### src/pkg/gpr_pkg.sv
// Constants and types shared by the port register block
package gpr_pkg;

    localparam int NUM_PORTS = 7;
    localparam int PORT_W = 8;
    localparam int SIXTH_PORT = 6;
    localparam int HELD_LO = 4;
    localparam int HELD_N = 4;

    // Word indices inside one port's 16-byte slot
    localparam logic [1:0] REG_OUT = 2'h0;
    localparam logic [1:0] REG_FUNC = 2'h1;
    localparam logic [1:0] REG_DIR = 2'h2;
    localparam logic [1:0] REG_PIN = 2'h3;
    localparam int PORT_SHIFT = 4;
    localparam int REG_SHIFT = 2;
    localparam logic [23:0] MAP_HIGH = 24'h000000;

    localparam logic [7:0] RST_OUT = 8'h00;
    localparam logic [7:0] RST_FUNC = 8'h00;
    localparam logic [7:0] RST_DIR = 8'hFF;
    localparam logic [31:0] RST_BUS = 32'h00000000;

    // Bit set where the pin is bonded out; index 6 leftmost
    localparam logic [NUM_PORTS-1:0][7:0] BONDED_DEF =
        {8'hF3, 8'h0D, 8'hFF, 8'hFF, 8'hD7, 8'h0F, 8'hFC};

    typedef enum logic [1:0] {
        PH_IDLE = 2'b00,
        PH_WR = 2'b01,
        PH_RD1 = 2'b10,
        PH_RD2 = 2'b11
    } gpr_phase_t;

endpackage : gpr_pkg

### src/rtl/gpr_port_regs.sv
// General-purpose port registers behind an AHB-Lite slave
`timescale 1ns/1ns
module gpr_port_regs #(
    parameter int NUM_PORTS = gpr_pkg::NUM_PORTS,
    parameter logic [gpr_pkg::NUM_PORTS-1:0][7:0] BONDED = gpr_pkg::BONDED_DEF
) (
    input wire logic clk_sys,
    input wire logic rstn,
    input wire logic hsel,
    input wire logic [31:0] haddr,
    input wire logic [1:0] htrans,
    input wire logic hwrite,
    input wire logic [2:0] hsize,
    input wire logic [31:0] hwdata,
    input wire logic hready,
    output logic hreadyout,
    output logic hresp,
    output logic [31:0] hrdata,
    input wire logic [gpr_pkg::NUM_PORTS-1:0][7:0] pinIn,
    output logic [gpr_pkg::NUM_PORTS-1:0][7:0] pinOut,
    output logic [gpr_pkg::NUM_PORTS-1:0][7:0] pinOe,
    input wire logic [gpr_pkg::NUM_PORTS-1:0][7:0] periphOut,
    output logic [gpr_pkg::NUM_PORTS-1:0][7:0] periphIn
);

    if (NUM_PORTS != gpr_pkg::NUM_PORTS) begin : g_chk
        $error("NUM_PORTS must equal the package port count");
    end

    if (gpr_pkg::HELD_LO + gpr_pkg::HELD_N > gpr_pkg::PORT_W) begin : g_held_chk
        $error("held bits must fit in one port byte");
    end

    typedef logic [gpr_pkg::NUM_PORTS-1:0][7:0] gpr_bank_t;

    typedef struct packed {
        gpr_pkg::gpr_phase_t phase;
        logic [7:0] addr;
        logic mapped;
        gpr_bank_t outVal;
        gpr_bank_t func;
        gpr_bank_t dir;
        logic [gpr_pkg::HELD_N-1:0] held;
        logic [gpr_pkg::HELD_N-1:0] pend;
        logic [31:0] rdData;
        logic [31:0] lastBus;
    } gpr_state_t;

    gpr_state_t st_ff;
    gpr_state_t nxt_st;
    gpr_bank_t pinLevel;
    logic [2:0] wrPort;
    logic [1:0] wrReg;
    logic [7:0] wrByte;
    logic takeReq;
    logic [7:0] holdMask;

    ////////////////////////////////////////////////////////////////////////////////
    // Helpers

    function automatic logic addr_mapped(input logic [31:0] a);
        addr_mapped = (a[31:8] == gpr_pkg::MAP_HIGH) && (a[1:0] == 2'h0)
            && (32'(a[7:gpr_pkg::PORT_SHIFT]) < 32'(gpr_pkg::NUM_PORTS));
    endfunction : addr_mapped

    function automatic logic [31:0] read_word(
        input gpr_state_t s,
        input gpr_bank_t lvl
    );
        logic [2:0] p;
        logic [7:0] b;
        p = s.addr[6:gpr_pkg::PORT_SHIFT];
        case (s.addr[3:gpr_pkg::REG_SHIFT])
            gpr_pkg::REG_OUT: b = s.outVal[p];
            gpr_pkg::REG_FUNC: b = s.func[p];
            gpr_pkg::REG_DIR: b = s.dir[p];
            default: b = lvl[p];
        endcase
        // Reserved lanes echo the last bus word; nothing pulls them to a constant
        if (s.mapped) begin
            read_word = {s.lastBus[31:8], b};
        end else begin
            read_word = s.lastBus;
        end
    endfunction : read_word

    function automatic logic [7:0] hold_mask(input gpr_bank_t f, input logic [2:0] port);
        hold_mask = 8'h00;
        if (32'(port) == gpr_pkg::SIXTH_PORT) begin
            for (int h = 0; h < gpr_pkg::HELD_N; h++) begin
                hold_mask[gpr_pkg::HELD_LO+h] = f[gpr_pkg::SIXTH_PORT][gpr_pkg::HELD_LO+h];
            end
        end
    endfunction : hold_mask

    ////////////////////////////////////////////////////////////////////////////////
    // Pin side

    always_comb begin
        logic drv;
        drv = 1'b0;
        for (int p = 0; p < gpr_pkg::NUM_PORTS; p++) begin
            for (int b = 0; b < gpr_pkg::PORT_W; b++) begin
                drv = st_ff.func[p][b] ? periphOut[p][b] : st_ff.outVal[p][b];
                // Open drain when direction is set: drive low only
                pinOut[p][b] = drv & ~st_ff.dir[p][b];
                pinOe[p][b] = BONDED[p][b] & (~st_ff.dir[p][b] | ~drv);
                // No pin: the data bit is the level seen inside
                pinLevel[p][b] = BONDED[p][b] ? pinIn[p][b] : st_ff.outVal[p][b];
            end
        end
    end

    assign periphIn = pinLevel;

    ////////////////////////////////////////////////////////////////////////////////
    // Bus and register state

    assign hreadyout = (st_ff.phase != gpr_pkg::PH_RD1);
    assign hresp = 1'b0;
    assign hrdata = st_ff.rdData;
    assign takeReq = hsel && htrans[1] && hready;
    assign wrPort = st_ff.addr[6:gpr_pkg::PORT_SHIFT];
    assign wrReg = st_ff.addr[3:gpr_pkg::REG_SHIFT];
    assign wrByte = hwdata[7:0];
    assign holdMask = hold_mask(st_ff.func, wrPort);

    always_comb begin
        nxt_st = st_ff;
        case (st_ff.phase)
            gpr_pkg::PH_WR: begin
                nxt_st.lastBus = hwdata;
                if (st_ff.mapped) begin
                    case (wrReg)
                        gpr_pkg::REG_OUT: begin
                            // Port 6 bits 4 to 7 still owned by their function keep the old value
                            nxt_st.outVal[wrPort] = (wrByte & ~holdMask)
                                | (st_ff.outVal[wrPort] & holdMask);
                            for (int h = 0; h < gpr_pkg::HELD_N; h++) begin
                                if (holdMask[gpr_pkg::HELD_LO+h]) begin
                                    nxt_st.held[h] = wrByte[gpr_pkg::HELD_LO+h];
                                    nxt_st.pend[h] = 1'b1;
                                end
                            end
                        end
                        gpr_pkg::REG_FUNC: nxt_st.func[wrPort] = wrByte;
                        gpr_pkg::REG_DIR: nxt_st.dir[wrPort] = wrByte;
                        default: ;
                    endcase
                end
            end
            gpr_pkg::PH_RD1: begin
                nxt_st.rdData = read_word(st_ff, pinLevel);
                nxt_st.lastBus = read_word(st_ff, pinLevel);
                nxt_st.phase = gpr_pkg::PH_RD2;
            end
            default: ;
        endcase
        // Held value lands the moment its function bit is zero
        for (int h = 0; h < gpr_pkg::HELD_N; h++) begin
            if (st_ff.pend[h] && !nxt_st.func[gpr_pkg::SIXTH_PORT][gpr_pkg::HELD_LO+h]) begin
                nxt_st.outVal[gpr_pkg::SIXTH_PORT][gpr_pkg::HELD_LO+h] = st_ff.held[h];
                nxt_st.pend[h] = 1'b0;
            end
        end
        if (st_ff.phase != gpr_pkg::PH_RD1) begin
            nxt_st.phase = gpr_pkg::PH_IDLE;
            if (takeReq) begin
                nxt_st.phase = hwrite ? gpr_pkg::PH_WR : gpr_pkg::PH_RD1;
                nxt_st.addr = haddr[7:0];
                nxt_st.mapped = addr_mapped(haddr);
            end
        end
    end

    always_ff @(posedge clk_sys or negedge rstn) begin
        if (!rstn) begin
            st_ff.phase <= gpr_pkg::PH_IDLE;
            st_ff.addr <= 8'h00;
            st_ff.mapped <= 1'b0;
            st_ff.outVal <= {gpr_pkg::NUM_PORTS{gpr_pkg::RST_OUT}};
            st_ff.func <= {gpr_pkg::NUM_PORTS{gpr_pkg::RST_FUNC}};
            st_ff.dir <= {gpr_pkg::NUM_PORTS{gpr_pkg::RST_DIR}};
            st_ff.held <= 4'h0;
            st_ff.pend <= 4'h0;
            st_ff.rdData <= gpr_pkg::RST_BUS;
            st_ff.lastBus <= gpr_pkg::RST_BUS;
        end else begin
            st_ff <= nxt_st;
        end
    end

    ////////////////////////////////////////////////////////////////////////////////
    // Checks

    store_out_a: assert property (@(posedge clk_sys) disable iff (!rstn)
        st_ff.phase == gpr_pkg::PH_WR && st_ff.mapped && st_ff.addr == 8'h00
        |=> st_ff.outVal[0] == $past(hwdata[7:0]))
    else $error("port 0 data write not stored");

    push_pull_a: assert property (@(posedge clk_sys) disable iff (!rstn)
        BONDED[3][0] && !st_ff.dir[3][0] |-> pinOe[3][0] && pinOut[3][0] ==
        (st_ff.func[3][0] ? periphOut[3][0] : st_ff.outVal[3][0]))
    else $error("push-pull output not driven");

    port_route_a: assert property (@(posedge clk_sys) disable iff (!rstn)
        !st_ff.func[3][1] && !st_ff.dir[3][1] |-> pinOut[3][1] == st_ff.outVal[3][1])
    else $error("port function not routed to pin");

    tie_level_a: assert property (@(posedge clk_sys) disable iff (!rstn)
        !BONDED[0][0] |-> periphIn[0][0] == st_ff.outVal[0][0] && !pinOe[0][0])
    else $error("pinless bit not tied to data");

    held_write_a: assert property (@(posedge clk_sys) disable iff (!rstn)
        st_ff.phase == gpr_pkg::PH_WR && st_ff.mapped && st_ff.addr == 8'h60
        && st_ff.func[6][4] |=> st_ff.outVal[6][4] == $past(st_ff.outVal[6][4])
        && st_ff.held[0] == $past(hwdata[4]) && st_ff.pend[0])
    else $error("port 6 bit 4 write not held");

    read_reg_a: assert property (@(posedge clk_sys) disable iff (!rstn)
        st_ff.phase == gpr_pkg::PH_RD1 && st_ff.mapped && st_ff.addr == 8'h60
        |=> hrdata[7:4] == $past(st_ff.outVal[6][7:4]))
    else $error("port 6 read shows held value");

    reserved_bits_a: assert property (@(posedge clk_sys) disable iff (!rstn)
        st_ff.phase == gpr_pkg::PH_RD1 |=> hrdata[31:8] == $past(st_ff.lastBus[31:8])
        && !$past(hreadyout) && hreadyout)
    else $error("reserved bits not last bus value");

    held_land_a: assert property (@(posedge clk_sys) disable iff (!rstn)
        $past(st_ff.pend[1]) && $fell(st_ff.func[6][5])
        |-> st_ff.outVal[6][5] == $past(st_ff.held[1]) && !st_ff.pend[1])
    else $error("held bit not loaded on clear");

    pinless_store_a: assert property (@(posedge clk_sys) disable iff (!rstn)
        st_ff.phase == gpr_pkg::PH_WR && st_ff.mapped && st_ff.addr == 8'h10
        |=> st_ff.outVal[1][7:4] == $past(hwdata[7:4]))
    else $error("pinless data bits not stored");

    func_store_a: assert property (@(posedge clk_sys) disable iff (!rstn)
        st_ff.phase == gpr_pkg::PH_WR && st_ff.mapped
        && st_ff.addr[3:2] == gpr_pkg::REG_FUNC
        |=> st_ff.func[$past(st_ff.addr[6:4])] == $past(hwdata[7:0]))
    else $error("function select write not stored");

    dir_store_a: assert property (@(posedge clk_sys) disable iff (!rstn)
        st_ff.phase == gpr_pkg::PH_WR && st_ff.mapped
        && st_ff.addr[3:2] == gpr_pkg::REG_DIR
        |=> st_ff.dir[$past(st_ff.addr[6:4])] == $past(hwdata[7:0]))
    else $error("direction select write not stored");

    write_ready_a: assert property (@(posedge clk_sys) disable iff (!rstn)
        st_ff.phase == gpr_pkg::PH_WR |-> hreadyout && !hresp)
    else $error("write data phase stalled");

    open_drain_a: assert property (@(posedge clk_sys) disable iff (!rstn)
        (pinOut & st_ff.dir) == '0)
    else $error("pin driven high while open drain");

    periph_route_a: assert property (@(posedge clk_sys) disable iff (!rstn)
        st_ff.func[3][2] && !st_ff.dir[3][2] |-> pinOut[3][2] == periphOut[3][2])
    else $error("peripheral drive not routed to pin");

    pinless_oe_a: assert property (@(posedge clk_sys) disable iff (!rstn)
        (pinOe & ~BONDED) == '0 && (periphIn & ~BONDED) == (st_ff.outVal & ~BONDED))
    else $error("pinless bit reached a pin");

    bonded_level_a: assert property (@(posedge clk_sys) disable iff (!rstn)
        (periphIn & BONDED) == (pinIn & BONDED))
    else $error("bonded pin level not passed inside");

    direct_write_a: assert property (@(posedge clk_sys) disable iff (!rstn)
        st_ff.phase == gpr_pkg::PH_WR && st_ff.mapped && st_ff.addr == 8'h60
        && !st_ff.func[6][7] |=> st_ff.outVal[6][7] == $past(hwdata[7]))
    else $error("port 6 bit 7 write did not pass through");

    pend_owned_a: assert property (@(posedge clk_sys) disable iff (!rstn)
        st_ff.pend[3] |-> st_ff.func[6][7])
    else $error("held bit pending after function cleared");

    read_wait_a: assert property (@(posedge clk_sys) disable iff (!rstn)
        st_ff.phase == gpr_pkg::PH_RD1 |-> !hreadyout ##1 hreadyout)
    else $error("read wait state missing");

    echo_write_a: assert property (@(posedge clk_sys) disable iff (!rstn)
        st_ff.phase == gpr_pkg::PH_WR |=> st_ff.lastBus == $past(hwdata))
    else $error("written word not kept as last bus value");

    unmapped_read_a: assert property (@(posedge clk_sys) disable iff (!rstn)
        st_ff.phase == gpr_pkg::PH_RD1 && !st_ff.mapped
        |=> hrdata == $past(st_ff.lastBus) && st_ff.lastBus == hrdata)
    else $error("unmapped read not last bus value");

    held_only_a: assert property (@(posedge clk_sys) disable iff (!rstn)
        !(st_ff.phase == gpr_pkg::PH_WR && st_ff.mapped && st_ff.addr == 8'h60)
        |=> $stable(st_ff.held))
    else $error("held bits changed without a port 6 write");

    held_replace_a: assert property (@(posedge clk_sys) disable iff (!rstn)
        st_ff.phase == gpr_pkg::PH_WR && st_ff.mapped && st_ff.addr == 8'h60
        && st_ff.func[6][6] |=> st_ff.held[2] == $past(hwdata[6]) && st_ff.pend[2])
    else $error("later write did not replace held bit");

endmodule : gpr_port_regs

### config.mk
export PLATFORM = sky130hd
export DESIGN_NAME = gpr_port_regs
export DESIGN_NICKNAME = d
export VERILOG_FILES = /design/src/pkg/gpr_pkg.sv /design/src/rtl/gpr_port_regs.sv
export SDC_FILE = /design/constraint.sdc
export NUM_CORES = 1
export LEC_CHECK = 0
export BUFFER_PORTS_ARGS = -buffer_cell sky130_fd_sc_hd__buf_2
export CAP_MARGIN = 10
export CORE_MARGIN = 2
export CORE_UTILIZATION = 53
export CTS_BUF_LIST = sky130_fd_sc_hd__clkbuf_16
export DETAILED_ROUTE_END_ITERATION = 10
export PLACE_DENSITY = 0.81
export REMOVE_ABC_BUFFERS = 1
export SYNTH_ARGS = -nofsm -noshare
export SYNTH_HDL_FRONTEND = slang
export SYNTH_SLANG_ARGS = --single-unit
### constraint.sdc
create_clock -name clk_sys -period 2.5 [get_ports clk_sys]
set_input_delay 0.5 -clock clk_sys [delete_from_list [all_inputs] [get_ports clk_sys]]
set_output_delay 0.5 -clock clk_sys [all_outputs]
set_load 0.05 [all_outputs]
==> results.txt <==
Fraction of registers with async set/reset = 100%
Top Usage Layer GRT = met2
TritonCTS clock tree = built
Run status = finished clean
Die H = 165 um
Router iterations before antenna repair = 7
Max frequency = 0.409 GHz
Root buffer selected by CTS = sky130_fd_sc_hd__clkbuf_16
Filler cells = 1951
Synthesized area = 13800 sq um
Antenna violations before repair = 0
Number of placed I/O pins = 388
Layout cell share with drive strength beyond 1 = 53.5%
Number of cell instances on the worst register-to-register path = 10
Yosys warning total = 0
Number of buffers created by CTS = 28
Worst slew margin relative to its limit = 59.8%
Worst Setup End Kind = flop
Overall power = 15.0 mW
Post-synthesis sequential area ratio = 45.6%
Routability congestion estimate = 0.974
Clock group share of total power = 27.7%
Shortest clock period the worst path allows after layout = 2.44 ns
Worst-case clock skew = 0.0333 ns
Count of buffers added by post-CTS timing repair for setup = 0
Number of enable flip-flop cells after synthesis = 0
Leak = 7.83 nW
Part of the total power dissipated in combinational logic = 38.3%
Pin count of the biggest net entering global routing = 70
Share of total power in sequential cells = 34.0%
Final routed wirelength across all metal layers = 45600 um
Detailed Route Iter0 Violations = 1216
# DRC = 0
GR Layer Usage met1 = 42.7%
Antenna-violating nets left = 0
RSZ-0062 raised after global routing = true
Horizontal die dimension = 165 um
Via density per instance = 6.03
Type of element launching the critical path = flop
Mapped Cells = 1204
Sum of net half-perimeters after detailed placement = 34000 um
Number of clock sinks seen by CTS = 248
Net switching power figure = 5.80 mW
GR met3 Demand/Resource = 6.97%
Area overhead of the layout relative to synthesis = 21.7%
Final Hold Viols = 0
Post-synthesis sequential element count = 248
Number of H-tree levels = 1
Initial core utilization = 54.3%
Clock latency on the worst-skew pair = 0.56 ns
Total number of nets in the final design = 1726
Maximum buffer depth of the clock tree = 3
Total of endpoints with negative setup slack in the final report = 0
GRT Residual Overflow = 0
Type of the worst min-delay path = input pin to flop
Actual slew at the worst max-slew pin = 0.603 ns
Net switching share of the total power = 38.6%
Vias = 11400
Cell-internal power = 9.21 mW
Ys flop type = sky130_fd_sc_hd__dfrtp_1
Tightest hold margin = 0.180 ns
Final period util = 97.7%
Met2 layer usage reported by global route = 54.0%
WHS Path Cells = 2
Port-buffer cells = 352
Average routed wire per standard cell = 24.1 um
Crit Path Category = flop to flop
Overall track demand over capacity in global routing = 33.0%
Area of the placeable core = 25300 sq um
Data arrival time of the critical path = 2.85 ns
Global-route wire length before repair = 66900 um
Largest driver fanout on the critical path = 24
Setup total negative slack = 0 ns
Via count of the first global-routing pass = 11100
Post-synthesis area per instance = 11.4 sq um
Number of different library cells in the post-synthesis netlist = 70
Final slew viol count = 0
Data required time at the worst endpoint = 2.91 ns
Power density over the cells = 897 nW/um^2
Worst IR drop on VDD = 0.000690 V
Number of rows created at floorplan = 58
Number of antenna diodes = 0
Full die area = 27300 sq um
Clock slew at reported path FFs = 0.06 ns
Number of max-capacitance violations reported = 0
-- cells in the mapped netlist (6+ instances only) --
master                     instances  area [sq um]
sky130_fd_sc_hd__buf_2            13          65.1
sky130_fd_sc_hd__nand2_1          49           184
sky130_fd_sc_hd__a221oi_1         10          87.6
sky130_fd_sc_hd__nor2b_1          34           213
sky130_fd_sc_hd__buf_1             6          22.5
sky130_fd_sc_hd__o21ai_0          35           175
sky130_fd_sc_hd__nor2_2            7          43.8
sky130_fd_sc_hd__nor2_1           85           319
sky130_fd_sc_hd__mux2i_1          87           871
sky130_fd_sc_hd__mux2_2          216          2430
sky130_fd_sc_hd__a22oi_1          36           270
sky130_fd_sc_hd__inv_1            11          41.3
sky130_fd_sc_hd__buf_4           115           863
sky130_fd_sc_hd__nor4_1            7          43.8
sky130_fd_sc_hd__a21oi_1          24           120
sky130_fd_sc_hd__clkbuf_1         28           105
sky130_fd_sc_hd__nand2b_1         50           313
sky130_fd_sc_hd__a31o_2           26           228
sky130_fd_sc_hd__dfrtp_1         192          4800
sky130_fd_sc_hd__o22ai_1          11          68.8
sky130_fd_sc_hd__mux4_2            8           180
sky130_fd_sc_hd__dfstp_2          56          1470
sky130_fd_sc_hd__nand3_1           9          45.0
-- per-stage QoR --
step	area, sq um	setup WS (ns)	cells	util (%)
after floorplan	12700	-1.08	1052	-
after CTS	16700	0.0103	1889	66.0
final	16700	0.0565	1889	66.1
after detailed placement	15800	0.0343	1836	62.3
after global routing	16700	-0.00251	1889	66.1
after global placement	15800	0.0823	1836	62.3
-- state kept, by name (all words and copies together) (netlist names) --
name	flops
hrdata	32
periphIn	15
st_ff	201
-- worst paths after layout --
check | startpoint | end | slack (ns)
min in group asynchronous | rstn | hrdata[28] | 0.50
min reg2reg | st_ff[67] | st_ff[67] | 0.48
min | hwrite | st_ff[250] | 0.18
max | st_ff[246] | hrdata[5] | 0.06
max in group asynchronous | rstn | st_ff[127] | 1.23
max reg2reg | st_ff[246] | hrdata[5] | 0.06
-- kinds of logic after synthesis --
| group | after synthesis | synth area share, % |
|---|---|---|
| and+or+nand+nor | 264 | 9.72 |
| buffers and inverters | 179 | 8.42 |
| muxes | 314 | 25.7 |
| adders and majority gates | 3 | 0.273 |
| other | 1 | 0.0273 |
| DFF | 248 | 45.6 |
| AOI/OAI and AO/OA | 195 | 10.2 |
-- layer usage --
layer	vias up	wire (um)	share of wire [%]
met4	0	2070	4.5
li1	4887	-	-
met2	781	21200	46
met1	5589	17400	38
met5	-	0	0
met3	134	4960	11
-- placed cells by master (no fill, tap or decap), types with 26 or more instances in the layout --
| master | synthesis | layout |
|---|---|---|
| sky130_fd_sc_hd__mux2i_1 | 87 | 87 |
| sky130_fd_sc_hd__buf_4 | 115 | 91 |
| sky130_fd_sc_hd__nor2_1 | 85 | 84 |
| sky130_fd_sc_hd__mux2_2 | 216 | 216 |
| sky130_fd_sc_hd__clkbuf_16 | 0 | 28 |
| sky130_fd_sc_hd__nand2_1 | 49 | 49 |
| sky130_fd_sc_hd__a22oi_1 | 36 | 36 |
| sky130_fd_sc_hd__nor2b_1 | 34 | 34 |
| sky130_fd_sc_hd__o21ai_0 | 35 | 35 |
| sky130_fd_sc_hd__dfstp_2 | 56 | 56 |
| sky130_fd_sc_hd__nand2b_1 | 50 | 50 |
| sky130_fd_sc_hd__dfrtp_1 | 192 | 189 |
| sky130_fd_sc_hd__buf_2 | 13 | 351 |
| sky130_fd_sc_hd__a31o_2 | 26 | 26 |
-- repair_timing --
action                     CTS  global route
hold endpoints to repair    50             0
setup endpoints to repair    0             7
resized for setup            0             3
hold buffers                 1             0
-- power by group through the flow --
| stage | Clock [mW] | Combinational (mW) | Sequential (mW) |
|---|---|---|---|
| 5_1_grt | 4.36 | 6.05 | 5.16 |
| 6_report | 4.15 | 5.75 | 5.10 |
| 3_3_place_gp | 0 | 5.56 | 5.10 |
| 4_1_cts | 4.20 | 5.68 | 5.08 |
| 3_5_place_dp | 0 | 5.64 | 5.14 |
| 2_1_floorplan | 0 | 2.50 | 6.05 |
-- worst max-delay path, stage by stage (launching register included) --
cell	delay, ns
sky130_fd_sc_hd__dfrtp_4	0.59
sky130_fd_sc_hd__buf_4	0.20
sky130_fd_sc_hd__buf_12	0.16
sky130_fd_sc_hd__and2_1	0.21
sky130_fd_sc_hd__buf_12	0.15
sky130_fd_sc_hd__a22o_1	0.20
sky130_fd_sc_hd__a221oi_1	0.26
sky130_fd_sc_hd__a21oi_1	0.09
sky130_fd_sc_hd__o21bai_2	0.21
sky130_fd_sc_hd__buf_4	0.15
sky130_fd_sc_hd__o21ai_0	0.08
-- final cells by class --
cell class,count,area (sq um),area share (%)
clock buffers,28,701,4.19
clock inverters,24,225,1.35
inverters,12,45.0,0.269
multi-input cells,792,6380,38.1
flip-flops and latches,248,6280,37.5
well taps,330,413,2.47
repair buffers,455,2690,16.0
(Power assumes the default switching activity.)
